`src/wkctl_defines.svh`:
```
// Register offsets, field positions and timing figures of the wake control block.
`ifndef WKCTL_DEFINES_SVH
`define WKCTL_DEFINES_SVH
`define WKCTL_ADDR_W 12
`define WKCTL_OFF_INT_STS 12'h058
`define WKCTL_OFF_INT_EN 12'h05c
`define WKCTL_OFF_HARDWARE_CONFIG_REG 12'h074
`define WKCTL_OFF_PWC 12'h084
`define WKCTL_OFF_RST_CTL 12'h1f8
`define WKCTL_B_READY 0
`define WKCTL_B_PIN_EN 1
`define WKCTL_B_POL 2
`define WKCTL_B_PULSE 3
`define WKCTL_B_FLAG 5
`define WKCTL_B_DRIVE 6
`define WKCTL_B_LAN_EN 9
`define WKCTL_B_HW_READY 27
`define WKCTL_PWC_MASK 32'h0000_026f
`define WKCTL_B_SRST 0
`define WKCTL_B_DRST 0
`define WKCTL_IRQ_READY 0
`define WKCTL_IRQ_WAKE 1
`define WKCTL_IRQ_W 2
`define WKCTL_RDY_W 8
`define WKCTL_READY_CYC 8'h10
`define WKCTL_PULSE_MS 50
`define WKCTL_CLK_KHZ 100000
`define WKCTL_CNT_W 23
`endif

```
`src/wkctl_pkg.sv`:
```
// Types shared by the wake control block.
package wkctl_pkg;
`include "wkctl_defines.svh"

typedef enum logic [2:0] {
    WKCTL_REG_NONE, WKCTL_REG_PWC, WKCTL_REG_HWC, WKCTL_REG_ISTS, WKCTL_REG_IEN, WKCTL_REG_RCTL
} wkctl_reg_e;

typedef enum logic {WKCTL_ST_SETTLE, WKCTL_ST_READY} wkctl_phase_e;

typedef struct packed {
    logic psel;
    logic penable;
    logic pwrite;
    logic [`WKCTL_ADDR_W-1:0] paddr;
    logic [31:0] pwdata;
} wkctl_apb_req_s;

typedef struct packed {
    logic pready;
    logic pslverr;
    logic [31:0] prdata;
} wkctl_apb_rsp_s;

typedef struct packed {
    logic o;
    logic oe;
} wkctl_pin_s;

typedef struct packed {
    wkctl_phase_e phase;
    logic [`WKCTL_RDY_W-1:0] rdy_cnt;
    logic lan_wake_enable;
    logic wake_out_drive_sel;
    logic lan_wake_flag;
    logic wake_pulse_sel;
    logic wake_out_polarity;
    logic wake_pin_enable;
    logic [`WKCTL_IRQ_W-1:0] int_sts;
    logic [`WKCTL_IRQ_W-1:0] int_en;
    logic evt_d;
    logic wake_act;
    logic ack;
    logic slverr;
    logic [31:0] rdata;
    wkctl_pin_s pin;
    logic irq;
} wkctl_state_s;

typedef struct packed {
    logic busy;
    logic [`WKCTL_CNT_W-1:0] cnt;
} wkctl_tmr_s;

endpackage

```
`src/wkctl_pulse_timer.sv`:
```
// Retriggerable one-shot that times the pulsed wake indication.
`timescale 1ns/1ns
module wkctl_pulse_timer import wkctl_pkg::*; #(
    parameter int unsigned CYCLES = 5000000
) (
    input wire logic i_clk_sys,
    input wire logic i_rst,
    input wire logic i_start,
    input wire logic i_cancel,
    output logic o_busy
);

wkctl_tmr_s st;
wkctl_tmr_s next_st;

always_comb begin
    next_st = st;
    if (i_start) begin
        next_st.busy = 1'b1;
        next_st.cnt = `WKCTL_CNT_W'(CYCLES - 1);
    end else if (i_cancel) begin
        next_st.busy = 1'b0;
    end else if (st.busy) begin
        if (st.cnt == '0) begin
            next_st.busy = 1'b0;
        end else begin
            next_st.cnt = st.cnt - `WKCTL_CNT_W'(1);
        end
    end
end

always_ff @(posedge i_clk_sys) begin
    if (i_rst) begin
        st <= '0;
    end else begin
        st <= next_st;
    end
end

assign o_busy = st.busy;
endmodule // wkctl_pulse_timer

```
`src/wkctl_top.sv`:
```
// Wake event output control, device ready flag and interrupt logic behind an APB slave.
//
// Register access over APB and the register addresses are this design's own decisions.
`timescale 1ns/1ns
module wkctl_top import wkctl_pkg::*; #(
    parameter int unsigned PULSE_CYC = `WKCTL_PULSE_MS * `WKCTL_CLK_KHZ
) (
    input wire logic i_clk_sys,
    input wire logic i_rst,
    input wkctl_apb_req_s i_apb,
    output wkctl_apb_rsp_s o_apb,
    input wire logic i_lan_wake_evt,
    output wkctl_pin_s o_wake_event_out,
    output logic o_irq
);

// ----------------------------------------------------------------------
// Address decode
// ----------------------------------------------------------------------

function automatic wkctl_reg_e reg_sel(input logic [`WKCTL_ADDR_W-1:0] addr);
    case (addr)
        `WKCTL_OFF_PWC: reg_sel = WKCTL_REG_PWC;
        `WKCTL_OFF_HARDWARE_CONFIG_REG: reg_sel = WKCTL_REG_HWC;
        `WKCTL_OFF_INT_STS: reg_sel = WKCTL_REG_ISTS;
        `WKCTL_OFF_INT_EN: reg_sel = WKCTL_REG_IEN;
        `WKCTL_OFF_RST_CTL: reg_sel = WKCTL_REG_RCTL;
        default: reg_sel = WKCTL_REG_NONE;
    endcase
endfunction

// ----------------------------------------------------------------------
// State
// ----------------------------------------------------------------------

wkctl_state_s st;
wkctl_state_s next_st;
wkctl_reg_e sel;
logic setup;
logic wr;
logic rdy;
logic evt_rise;
logic pulse_start;
logic pulse_busy;
logic do_srst;
logic act;
logic [`WKCTL_IRQ_W-1:0] irq_set;
logic [`WKCTL_IRQ_W-1:0] irq_clr;
logic [31:0] pwc_val;

wkctl_pulse_timer #(
    .CYCLES(PULSE_CYC)
) u_pulse (
    .i_clk_sys(i_clk_sys),
    .i_rst(i_rst),
    .i_start(pulse_start),
    .i_cancel(do_srst),
    .o_busy(pulse_busy)
);

// ----------------------------------------------------------------------
// Next state
// ----------------------------------------------------------------------

always_comb begin
    next_st = st;
    sel = reg_sel(i_apb.paddr);
    rdy = (st.phase == WKCTL_ST_READY);
    setup = i_apb.psel & ~i_apb.penable;
    // Writes land only at the access edge and only once the device is ready.
    wr = i_apb.psel & i_apb.penable & st.ack & i_apb.pwrite & rdy;
    evt_rise = i_lan_wake_evt & ~st.evt_d;
    pulse_start = evt_rise & st.lan_wake_enable;
    do_srst = wr & (((sel == WKCTL_REG_HWC) & i_apb.pwdata[`WKCTL_B_SRST])
        | ((sel == WKCTL_REG_RCTL) & i_apb.pwdata[`WKCTL_B_DRST]));

    pwc_val = '0;
    pwc_val[`WKCTL_B_LAN_EN] = st.lan_wake_enable;
    pwc_val[`WKCTL_B_DRIVE] = st.wake_out_drive_sel;
    pwc_val[`WKCTL_B_FLAG] = st.lan_wake_flag;
    pwc_val[`WKCTL_B_PULSE] = st.wake_pulse_sel;
    pwc_val[`WKCTL_B_POL] = st.wake_out_polarity;
    pwc_val[`WKCTL_B_PIN_EN] = st.wake_pin_enable;
    pwc_val[`WKCTL_B_READY] = rdy;

    next_st.evt_d = i_lan_wake_evt;
    next_st.ack = setup;
    next_st.slverr = setup & (sel == WKCTL_REG_NONE);
    if (setup) begin
        next_st.rdata = '0;
        case (sel)
            WKCTL_REG_PWC: next_st.rdata = pwc_val;
            WKCTL_REG_HWC: next_st.rdata[`WKCTL_B_HW_READY] = rdy;
            WKCTL_REG_ISTS: next_st.rdata[`WKCTL_IRQ_W-1:0] = st.int_sts;
            WKCTL_REG_IEN: next_st.rdata[`WKCTL_IRQ_W-1:0] = st.int_en;
            default: next_st.rdata = '0;
        endcase
    end

    if (wr && sel == WKCTL_REG_PWC) begin
        next_st.lan_wake_enable = i_apb.pwdata[`WKCTL_B_LAN_EN];
        next_st.wake_out_drive_sel = i_apb.pwdata[`WKCTL_B_DRIVE];
        next_st.wake_pulse_sel = i_apb.pwdata[`WKCTL_B_PULSE];
        next_st.wake_out_polarity = i_apb.pwdata[`WKCTL_B_POL];
        next_st.wake_pin_enable = i_apb.pwdata[`WKCTL_B_PIN_EN];
    end
    if (wr && sel == WKCTL_REG_IEN) begin
        next_st.int_en = i_apb.pwdata[`WKCTL_IRQ_W-1:0];
    end

    // A pending event keeps the flag up, so a clear only sticks once the source drops.
    next_st.lan_wake_flag = i_lan_wake_evt | (st.lan_wake_flag
        & ~(wr & (sel == WKCTL_REG_PWC) & i_apb.pwdata[`WKCTL_B_FLAG]));

    irq_set = '0;
    irq_set[`WKCTL_IRQ_WAKE] = evt_rise & st.lan_wake_enable;
    irq_clr = (wr && sel == WKCTL_REG_ISTS) ? i_apb.pwdata[`WKCTL_IRQ_W-1:0] : '0;

    case (st.phase)
        WKCTL_ST_SETTLE: begin
            next_st.rdy_cnt = st.rdy_cnt + `WKCTL_RDY_W'(1);
            if (st.rdy_cnt == `WKCTL_READY_CYC - `WKCTL_RDY_W'(1)) begin
                next_st.phase = WKCTL_ST_READY;
                irq_set[`WKCTL_IRQ_READY] = 1'b1;
            end
        end
        WKCTL_ST_READY: next_st.rdy_cnt = '0;
        default: next_st.phase = WKCTL_ST_SETTLE;
    endcase
    next_st.int_sts = irq_set | (st.int_sts & ~irq_clr);

    // Pulsed mode is encoded as zero, following the listed field encoding.
    act = st.wake_pin_enable & st.lan_wake_enable & st.lan_wake_flag
        & (st.wake_pulse_sel | pulse_busy);
    next_st.wake_act = act;
    if (st.wake_out_drive_sel) begin
        next_st.pin.oe = 1'b1;
        next_st.pin.o = st.wake_out_polarity ? act : ~act;
    end else begin
        // Wired-OR line: only ever pulled low, released otherwise.
        next_st.pin.oe = act;
        next_st.pin.o = 1'b0;
    end
    next_st.irq = |(next_st.int_sts & next_st.int_en);

    if (do_srst) begin
        next_st.phase = WKCTL_ST_SETTLE;
        next_st.rdy_cnt = '0;
        next_st.lan_wake_enable = 1'b0;
        next_st.lan_wake_flag = 1'b0;
        next_st.wake_pulse_sel = 1'b0;
        next_st.wake_pin_enable = 1'b0;
        next_st.int_sts = '0;
        next_st.int_en = '0;
        next_st.irq = 1'b0;
        next_st.wake_out_drive_sel = st.wake_out_drive_sel;
        next_st.wake_out_polarity = st.wake_out_polarity;
    end
end

// ----------------------------------------------------------------------
// Registers and outputs
// ----------------------------------------------------------------------

always_ff @(posedge i_clk_sys) begin
    if (i_rst) begin
        st <= '0;
    end else begin
        st <= next_st;
    end
end

assign o_apb.pready = st.ack & i_apb.psel & i_apb.penable;
assign o_apb.pslverr = st.slverr & o_apb.pready;
assign o_apb.prdata = st.rdata;
assign o_wake_event_out = st.pin;
assign o_irq = st.irq;

// The settle counter starts one edge after the reset write lands.
localparam int READY_LAT = `WKCTL_READY_CYC + 1;
endmodule // wkctl_top

```
`config.mk`:
```
export PLATFORM = sky130hd
export DESIGN_NAME = wkctl_top
export DESIGN_NICKNAME = d
export VERILOG_FILES = /design/src/wkctl_pkg.sv /design/src/wkctl_pulse_timer.sv /design/src/wkctl_top.sv
export VERILOG_INCLUDE_DIRS = /design/src /design/src/src
export SDC_FILE = /design/constraint.sdc
export NUM_CORES = 1
export LEC_CHECK = 0
export ABC_CLOCK_PERIOD_IN_PS = 2500
export BUFFER_PORTS_ARGS = -buffer_cell sky130_fd_sc_hd__buf_2
export CAP_MARGIN = 40
export CORE_ASPECT_RATIO = 1.75
export CORE_MARGIN = 1.5
export CORE_UTILIZATION = 42
export CTS_CLUSTER_DIAMETER = 150
export DETAILED_ROUTE_END_ITERATION = 10
export PLACE_DENSITY = 0.67
export SYNTH_ARGS = -nofsm -noshare
export SYNTH_HDL_FRONTEND = slang
export SYNTH_SLANG_ARGS = --single-unit
```
`constraint.sdc`:
```
create_clock -name i_clk_sys -period 2.5 [get_ports i_clk_sys]
set_clock_uncertainty 0.05 [all_clocks]
set_input_delay 0.375 -clock i_clk_sys [delete_from_list [all_inputs] [get_ports i_clk_sys]]
set_output_delay 0.375 -clock i_clk_sys [all_outputs]
set_load 0.02 [all_outputs]
```
==> metrics, run 1 <==
status complete, no violations; crit path launch type flop; initial drt markers 76; normalized max-slew margin 0.603; Post-Syn Area 3050 sq um; CTS Buffer Depth 2; synth cell count leaders dfxtp_1, buf_4, nor2_1, nand2_1; dominant cell type by area after synthesis dfxtp_1; Placer Congestion ~0.85; Netlist cell types 56; FFs w/ async S/R, synth 0; CTS clk-pin slew, worst paths 0.05 ns; CP peak stage delay 0.61 ns; CP required 2.70 ns; most common cell in the netlist dfxtp_1; fin worst setup slack 0.172 ns; data arrival time of the critical path 2.53 ns; initial antenna violation count 0; Inserted Diodes 0; Top Usage Layer GRT met2; fin crit period 2.33 ns; largest delay contributor family on the critical path simple AND/OR/NAND/NOR gates; Crit Path Category reg2reg; worst skew pair latency 0.32 ns; H-tree Lvls 3; CTS sink count 57; part of the Yosys area used for sequential elements 0.374; Final Hold Viols 0; setup tns final 0 ns; final wirelength 6630 um; Fmax achieved around 0.43 GHz; Starting Density 0.428; TritonCTS Buffers 9; routed len/inst 14.0 um; Post-synth EDFFs 0; Leakage 1.44 nW; Worst-Margin Slew 0.595 ns; RSZ-0062 raised after global routing false; DP HPWL 4900 um; Worst Hold Class in2reg; Vias 2611; Port Buffers 37; share of cells above drive strength 1 0.237; Post-Syn Area per Cell 8.75 sq um; max-slew violation count 0; Via density 5.51; Detail Route Antenna Nets 0; Synth top area share 0.374; global-route usage over all layers 0.183; Synth warnings 0; TritonRoute pass-1 iters 4; clock tree from TritonCTS done; synth top area cells dfxtp_1, buf_4, a21oi_1, nand3_1, nor2_1; Final Power 2.35 mW; Final setup viols 0; CTS Hold Bufs 0; met2 usage 0.338; Chip Height 116 um; final period utilization 0.931; max_cap viols 0; dpl ws 0.0130 ns; main flop type after synthesis dfxtp_1; Core Area approximately 7100 sq um; Pwr Density 664 nW/um^2; Slowest cell on crit path or4b_2; #FFs+latches synth 57; M3 GR Usage 0.0417; Post-Syn Instances 349; Site Rows 41; critical path peak fanout 3; die area 7810 sq um; Peak VDD IR around 0.5 mV; nets 435; first-pass GRT wire length ~11000 um; met1 usage 0.179; worst-path cell chain inv_1 -> ha_1 -> nor3b_1 -> buf_4 -> nand4_2 -> a311oi_4 -> or4b_2 -> a21oi_1; largest net degree at the start of global routing 28; vias in the first global route 2561; Critical Path End Type flop; P&R area growth vs syn 15.7%; I/O pins 87; GRT Residual Overflow 0; DRC Markers 0; clk root buf clkbuf_16; Die Wd 67.5 um; Worst Path Buf+Inv 2
## path summary, 6_finish.rpt
path / start / end / slack (ns) / depth (start not counted)
setup / recovery: u_pulse.st[1] / u_pulse.st[20] / 0.17 / 8
hold / removal: i_apb[2] / pwc_val[2] / 0.26 / 3
setup reg to reg: u_pulse.st[1] / u_pulse.st[20] / 0.17 / 8
hold reg to reg: o_apb[9] / o_apb[9] / 0.40 / 2
## worst register-to-register path, stage by stage, from the launching register on
cell and delay, ns:
dfxtp_1 0.30, inv_1 0.08, ha_1 0.16, nor3b_1 0.23, buf_4 0.17, nand4_2 0.12, a311oi_4 0.38, or4b_2 0.61
a21oi_1 0.15
## report_power, final
part / total [mW] / internal (mW) / leakage [nW] / switching (mW)
Clock: 1.30 / 0.896 / 0.159 / 0.408
Combinational: 0.119 / 0.0367 / 0.817 / 0.0821
Sequential: 0.925 / 0.919 / 0.461 / 0.00561
## cell families after synthesis
family | count (synthesis) | synth area share
adder cells (fa/ha/maj) | 2 | 0.00820
other | 1 | 0.00123
AND/OR/NAND/NOR | 148 | 0.283
XOR/XNOR | 7 | 0.0201
multiplexers | 7 | 0.0238
buffers and inverters | 60 | 0.133
AO/OA/AOI/OAI | 67 | 0.157
flip-flops | 57 | 0.374
## state kept, by name (all words and copies together) (netlist names)
signal / count
u_pulse.st: 23
st: 15
o_apb: 8
pwc_val: 6
o_wake_event_out: 2
o_irq: 1
rdy: 1
u_pulse.o_busy: 1
## per-layer routing
layer  vias up  wire length [um]  share of wire
met5         -                 0              0
met4         0               218          0.033
met3        17               243          0.037
met2        75              3610           0.55
met1      1228              2550           0.39
li1       1291                 -              -
## what timing repair did
action,CTS,global route
gates resized for setup,0,2
setup buffers,0,0
endpoints found under the setup margin,0,2
endpoints found under the hold margin,0,0
## through the flow
stage                     cell area, sq um  instances  hold WS (ns)   util
after floorplan                       3140        372         0.368      -
after global placement                3190        458         0.388  0.448
after detailed placement              3190        458         0.392  0.448
after CTS                             3520        474         0.252  0.493
after global routing                  3530        474         0.267  0.496
final                                 3530        474         0.260  0.496
## area by class of cell
cell class	instances	area, sq um
clock buffers	11	243
clock inverters	5	78.8
flip-flops and latches	57	1140
repair buffers	52	323
well taps	86	108
inverters	8	30.0
multi-input cells	255	1610
fillers	667	3600
## cell usage in the layout, fill, tap and decap left out, types with 3 or more instances in the layout
| cell | count |
|---|---|
| or3_1 | 9 |
| mux2i_1 | 5 |
| buf_2 | 37 |
| inv_1 | 8 |
| nor4_2 | 3 |
| and3_1 | 3 |
| a21oi_1 | 23 |
| o31ai_1 | 11 |
| dfxtp_1 | 57 |
| o41ai_1 | 5 |
| a31oi_1 | 11 |
| nor2_1 | 25 |
| clkbuf_16 | 9 |
| nand3_1 | 23 |
| xor2_1 | 3 |
| nand3b_1 | 3 |
| nor4_1 | 6 |
| nand2_1 | 24 |
| o21ai_0 | 3 |
| xnor2_1 | 4 |
| conb_1 | 24 |
| nand4b_1 | 3 |
| buf_4 | 13 |
| or4b_2 | 3 |
| nand2b_1 | 5 |
| nor3_1 | 10 |
| or4_1 | 11 |
| or2_2 | 7 |
No activity file was read; power rests on OpenSTA's default activity.
==> inputs of run 2 (changes only) <==
Settings changed: BUFFER_PORTS_ARGS -buffer_cell sky130_fd_sc_hd__buf_2 to -buffer_cell sky130_fd_sc_hd__buf_4.
==> metrics, run 2 (synthesized netlist as in run 1, its figures left out) <==
status complete, no violations; DRC Markers 0 (unchanged); Peak VDD IR 0.448 mV (-12%); clock tree from TritonCTS done; DP HPWL 4980 um (+1.7%); CTS sink count 57 (unchanged); Crit Path Category reg2reg; final core occ 0.503 (+0.00719); CP peak stage delay 0.63 ns (+0.02 ns); final wirelength 6820 um (+3.0%); Pwr Density 644 nW/um^2 (-3.1%); TritonCTS Buffers 9 (unchanged); vias in the first global route 2518 (-1.7%); Top reg by flops u_pulse.st; clk root buf clkbuf_16; Slowest cell on crit path or4b_2; Fmax achieved 0.428 GHz (-0.31%); Via density 5.60 (+1.6%); normalized max-slew margin 0.612 (+0.00913); Final Hold Viols 0 (unchanged); setup tns final 0 ns (unchanged); Port Buffers 37 (unchanged); CTS Hold Bufs 0 (unchanged); Final setup viols 0 (unchanged); postcts setup bufs 0 (unchanged); CTS clk-pin slew, worst paths 0.05 ns (about the same); Inserted Diodes 0 (unchanged); most frequent cells in the layout dfxtp_1, buf_4, nor2_1, nand2_1, conb_1; worst-path cell chain inv_1 -> ha_1 -> nor3b_1 -> buf_4 -> nand4_2 -> a311oi_2 -> or4b_2 -> a21oi_1; Leakage 1.44 nW (+0.25%); initial antenna violation count 0 (unchanged); routed len/inst 14.5 um (+3.6%); Worst Hold Class in2reg; global-route usage over all layers 0.195 (+0.0123); largest net degree at the start of global routing 37 (+32%); commonest non-fill, non-tap cell in the layout dfxtp_1; first-pass GRT wire length 11500 um (+5.6%); crit path launch type flop; worst skew pair latency 0.33 ns (about the same); Core Area 7130 sq um (unchanged); max_cap viols 0 (unchanged); CTS resizes 0 (unchanged); Vias 2637 (+1.0%); worst setup path startpoint u_pulse.st[1]; min-delay src i_lan_wake_evt; RSZ-0062 raised after global routing false; CTS Buffer Depth 2 (unchanged); number of flip-flops in the largest register 23 (unchanged); Site Rows 41 (unchanged); Detail Route Antenna Nets 0 (unchanged); data arrival time of the critical path 2.54 ns (about the same); Critical Path End Type flop; H-tree Lvls 3 (unchanged); I/O pins 87 (unchanged); max-slew violation count 0 (unchanged); Final Power 2.31 mW (-1.7%); fin crit period 2.34 ns (+0.00735 ns); final period utilization 0.934 (+0.00294); Die Wd 67.5 um (unchanged); Placer Congestion 0.831 (-2.4%); critical path peak fanout 3 (unchanged); initial drt markers 99 (+30%); nets 434 (-0.23%); Worst-Margin Slew 0.581 ns (-0.0137 ns); reg2reg start u_pulse.st[1]; P&R area growth vs syn 17.4%; TritonRoute pass-1 iters 4 (unchanged); Starting Density 0.428 (unchanged); Chip Height 116 um (unchanged); die area 7810 sq um (unchanged); GRT Residual Overflow 0 (unchanged); CP required 2.71 ns (about the same); share of cells above drive strength 1 0.231 (-0.00594)
-- run 2: cell types whose count changed in the layout (fill, tap and decap cells not counted), sizes merged --
cell,change
clkinv,-1
clkbuf,-1
buf,-1
-- run 2: power by group --
part	total (mW)	switching (mW)	internal, mW
Clock	1.25	0.400	0.855
Combinational	0.128	0.0813	0.0463
Sequential	0.926	0.00574	0.920
Total	2.31	0.487	1.82
-- run 2: worst paths after layout --
check	to	slack (ns)	cells after the start
max	u_pulse.st[16]	0.16	8
max reg2reg	u_pulse.st[16]	0.16	8
min	pwc_val[5]	0.24	3
min reg2reg	o_apb[2]	0.40	2
-- run 2: per-layer routing --
metal  track usage  up-vias  routed length, um
li1              -     1288                  -
met1         0.214     1256               2670
met2         0.338       73               3650
met3        0.0437       20                238
met4         0.107        0                265
met5             0        -                  0
-- run 2: worst max-delay path, delay by kind of cell (launching register included) --
kind / cells / cell delay (ns)
buffers and inverters: 2 / 0.23
AO/OA/AOI/OAI: 2 / 0.59
adder cells (fa/ha/maj): 1 / 0.16
flip-flops: 1 / 0.31
AND/OR/NAND/NOR: 3 / 0.92
-- run 2: final cells by class --
class                      instances  area, sq um
fill                             681         3550
multi-input combinational        255         1600
sequential                        57         1140
timing repair buffer              51          408
clock buffer                      10          229
tap                               86          108
clock inverter                     4         70.1
inverter                           8         30.0
-- run 2: through the flow --
stage	worst slack (ns)	std cells	hold slack [ns]	cell area, sq um
6_report	0.164	471	0.235	3580
3_5_place_dp	0.0916	457	0.392	3280
2_1_floorplan	0.215	372	0.368	3140
3_3_place_gp	0.0679	457	0.385	3280
5_1_grt	0.0397	471	0.255	3580
4_1_cts	0.0803	471	0.233	3580
==> inputs of run 3 (changes only) <==
Settings changed: ABC_CLOCK_PERIOD_IN_PS 2500 to 2000, PLACE_DENSITY 0.67 to 0.69.
Clock period 2.5 ns to 2 ns, I/O delays scaled along.
==> metrics, run 3 (synthesized netlist as in run 1, its figures left out) <==
status finished with violations; failing checks setup timing; P&R area growth vs syn 38.2%; most frequent cells in the layout buf_4, dfxtp_1, nor2_1, conb_1, nand2_1; r2r setup slk -0.06 ns (-0.22 ns); final period utilization 1.03 (+0.0955); Worst Hold Class in2reg; first-pass GRT wire length 13000 um (+13%); Port Buffers 37 (unchanged); Site Rows 41 (unchanged); largest net degree at the start of global routing 37 (unchanged); Placer Congestion 0.835 (+0.46%); clock tree from TritonCTS done; Detail Route Antenna Nets 0 (unchanged); Top reg by flops u_pulse.st; routed len/inst 15.6 um (+8.0%); Pwr Density 739 nW/um^2 (+15%); global-route usage over all layers 0.225 (+0.0296); initial antenna violation count 0 (unchanged); fin crit period 2.06 ns (-0.276 ns); I/O pins 87 (unchanged); final wirelength 8130 um (+19%); fillers 612 (-10%); CTS clk-pin slew, worst paths 0.05 ns (about the same); Inserted Diodes 0 (unchanged); Crit Path Category reg2reg; DRC Markers 0 (unchanged); Starting Density 0.428 (unchanged); dpl ws -0.222 ns (-0.314 ns); critical path peak fanout 6 (+3); TritonRoute pass-1 iters 4 (unchanged); max-slew violation count 0 (unchanged); Chip Height 116 um (unchanged); Critical Path End Type flop; CTS Hold Bufs 0 (unchanged); nets 481 (+11%); worst skew pair latency 0.33 ns (about the same); TritonCTS Buffers 9 (unchanged); Final Hold Viols 0 (unchanged); Hold Path Cell Cnt 3 (unchanged); vias in the first global route 2884 (+15%); CTS sink count 57 (unchanged); Via density 5.50 (-1.8%); Final setup viols 6 (+6); DP HPWL 5380 um (+8.0%); placed cell count 486 (+6.3%); worst-case reg-to-reg path depth 6 (-2); Core Area 7130 sq um (unchanged); commonest non-fill, non-tap cell in the layout buf_4; clk root buf clkbuf_16; Fmax achieved 0.486 GHz (+13%); RR Endpoint u_pulse.st[17]; Leakage 1.76 nW (+22%); min-delay src i_lan_wake_evt; Die Wd 67.5 um (unchanged); CP required 2.21 ns (-0.50 ns); Vias 2859 (+8.4%); data arrival time of the critical path 2.27 ns (-0.27 ns); die area 7810 sq um (unchanged); Worst-Margin Slew 0.587 ns (+0.00598 ns); max_cap viols 0 (unchanged); number of flip-flops in the largest register 23 (unchanged); RSZ-0062 raised after global routing true; setup tns final -0.200 ns (-0.200 ns); CTS Buffer Depth 2 (unchanged); crit path launch type flop; initial drt markers 147 (+48%); normalized max-slew margin 0.608 (-0.00400); reg2reg start u_pulse.st[0]; Finished Layout Cells 520 (+10%); Finished Cell Area 4220 sq um (+18%); H-tree Lvls 3 (unchanged); final core occ 0.592 (+0.0891); share of cells above drive strength 1 0.389 (+0.158); GRT Residual Overflow 0 (unchanged); dpl cell area 3610 sq um (+10%); Peak VDD IR 0.572 mV (+28%); hold endpoint pwc_val[5]; fin worst setup slack -0.0596 ns (-0.224 ns)
-- run 3: changes by cell type in the layout (fill, tap and decap cells not counted), moves of 3 or more --
cell	delta
buf_4	+43
dfxtp_1	-6
dfxtp_2	+6
nor4_1	-5
o31ai_1	-4
o31ai_2	+4
a21oi_1	-3
a21oi_2	+3
nor4_2	+3
-- run 3: report_power, final --
group	total (mW)	internal (mW)	switching, mW	leakage [nW]
sequential	1.16	1.15	0.00743	0.464
clock	1.79	1.25	0.540	0.166
combinational	0.173	0.0668	0.107	1.13
total	3.12	2.46	0.654	1.76
-- run 3: metrics by stage --
step | power [mW] | hold WS [ns]
2_1_floorplan | 1.32 | 0.367
3_3_place_gp | 1.35 | 0.385
3_5_place_dp | 1.35 | 0.392
4_1_cts | 3.12 | 0.153
5_1_grt | 3.19 | 0.170
6_report | 3.12 | 0.157
-- run 3: repair_timing --
item                                    in CTS  in global routing
endpoints found under the setup margin       8                 22
gates resized for setup                     18                 11
hold endpoints to repair                     0                  0
pin swaps                                    6                 10
gates cloned                                 0                  1
setup buffers                               12                  5
-- run 3: worst max-delay path by stage --
stage                  startpoint              to  cells past startpoint
CTS                 u_pulse.st[3]  u_pulse.st[20]                      6
finish              u_pulse.st[0]  u_pulse.st[17]                      6
global placement        i_apb[40]           o_irq                      7
detailed placement      i_apb[40]   u_pulse.st[8]                      7
floorplan               i_apb[40]   u_pulse.st[6]                      7
global route        u_pulse.st[1]  u_pulse.st[20]                      7
-- run 3: cell type report --
| class | instances | area [sq um] | area share |
|---|---|---|---|
| inverter | 8 | 30.0 | 0.00712 |
| clock buffer | 11 | 243 | 0.0575 |
| timing repair buffer | 98 | 798 | 0.189 |
| sequential | 57 | 1150 | 0.272 |
| multi-input combinational | 255 | 1790 | 0.424 |
| tap | 86 | 108 | 0.0255 |
| clock inverter | 5 | 103 | 0.0243 |
-- run 3: worst max-delay path: stages, from the launching register on --
cell	delay, ns
dfxtp_2	0.32
buf_4	0.13
or3_4	0.42
nor3_4	0.25
nand3_4	0.15
or4_4	0.52
a21oi_2	0.14
-- run 3: metal layers --
| layer | part of all wire | up-vias | wire, um | global-route usage |
|---|---|---|---|---|
| met5 | 0 | - | 0 | 0 |
| met4 | 0.031 | 0 | 250 | 0.129 |
| met3 | 0.037 | 23 | 303 | 0.0612 |
| met2 | 0.57 | 80 | 4660 | 0.418 |
| met1 | 0.36 | 1375 | 2920 | 0.211 |
| li1 | - | 1381 | - | - |
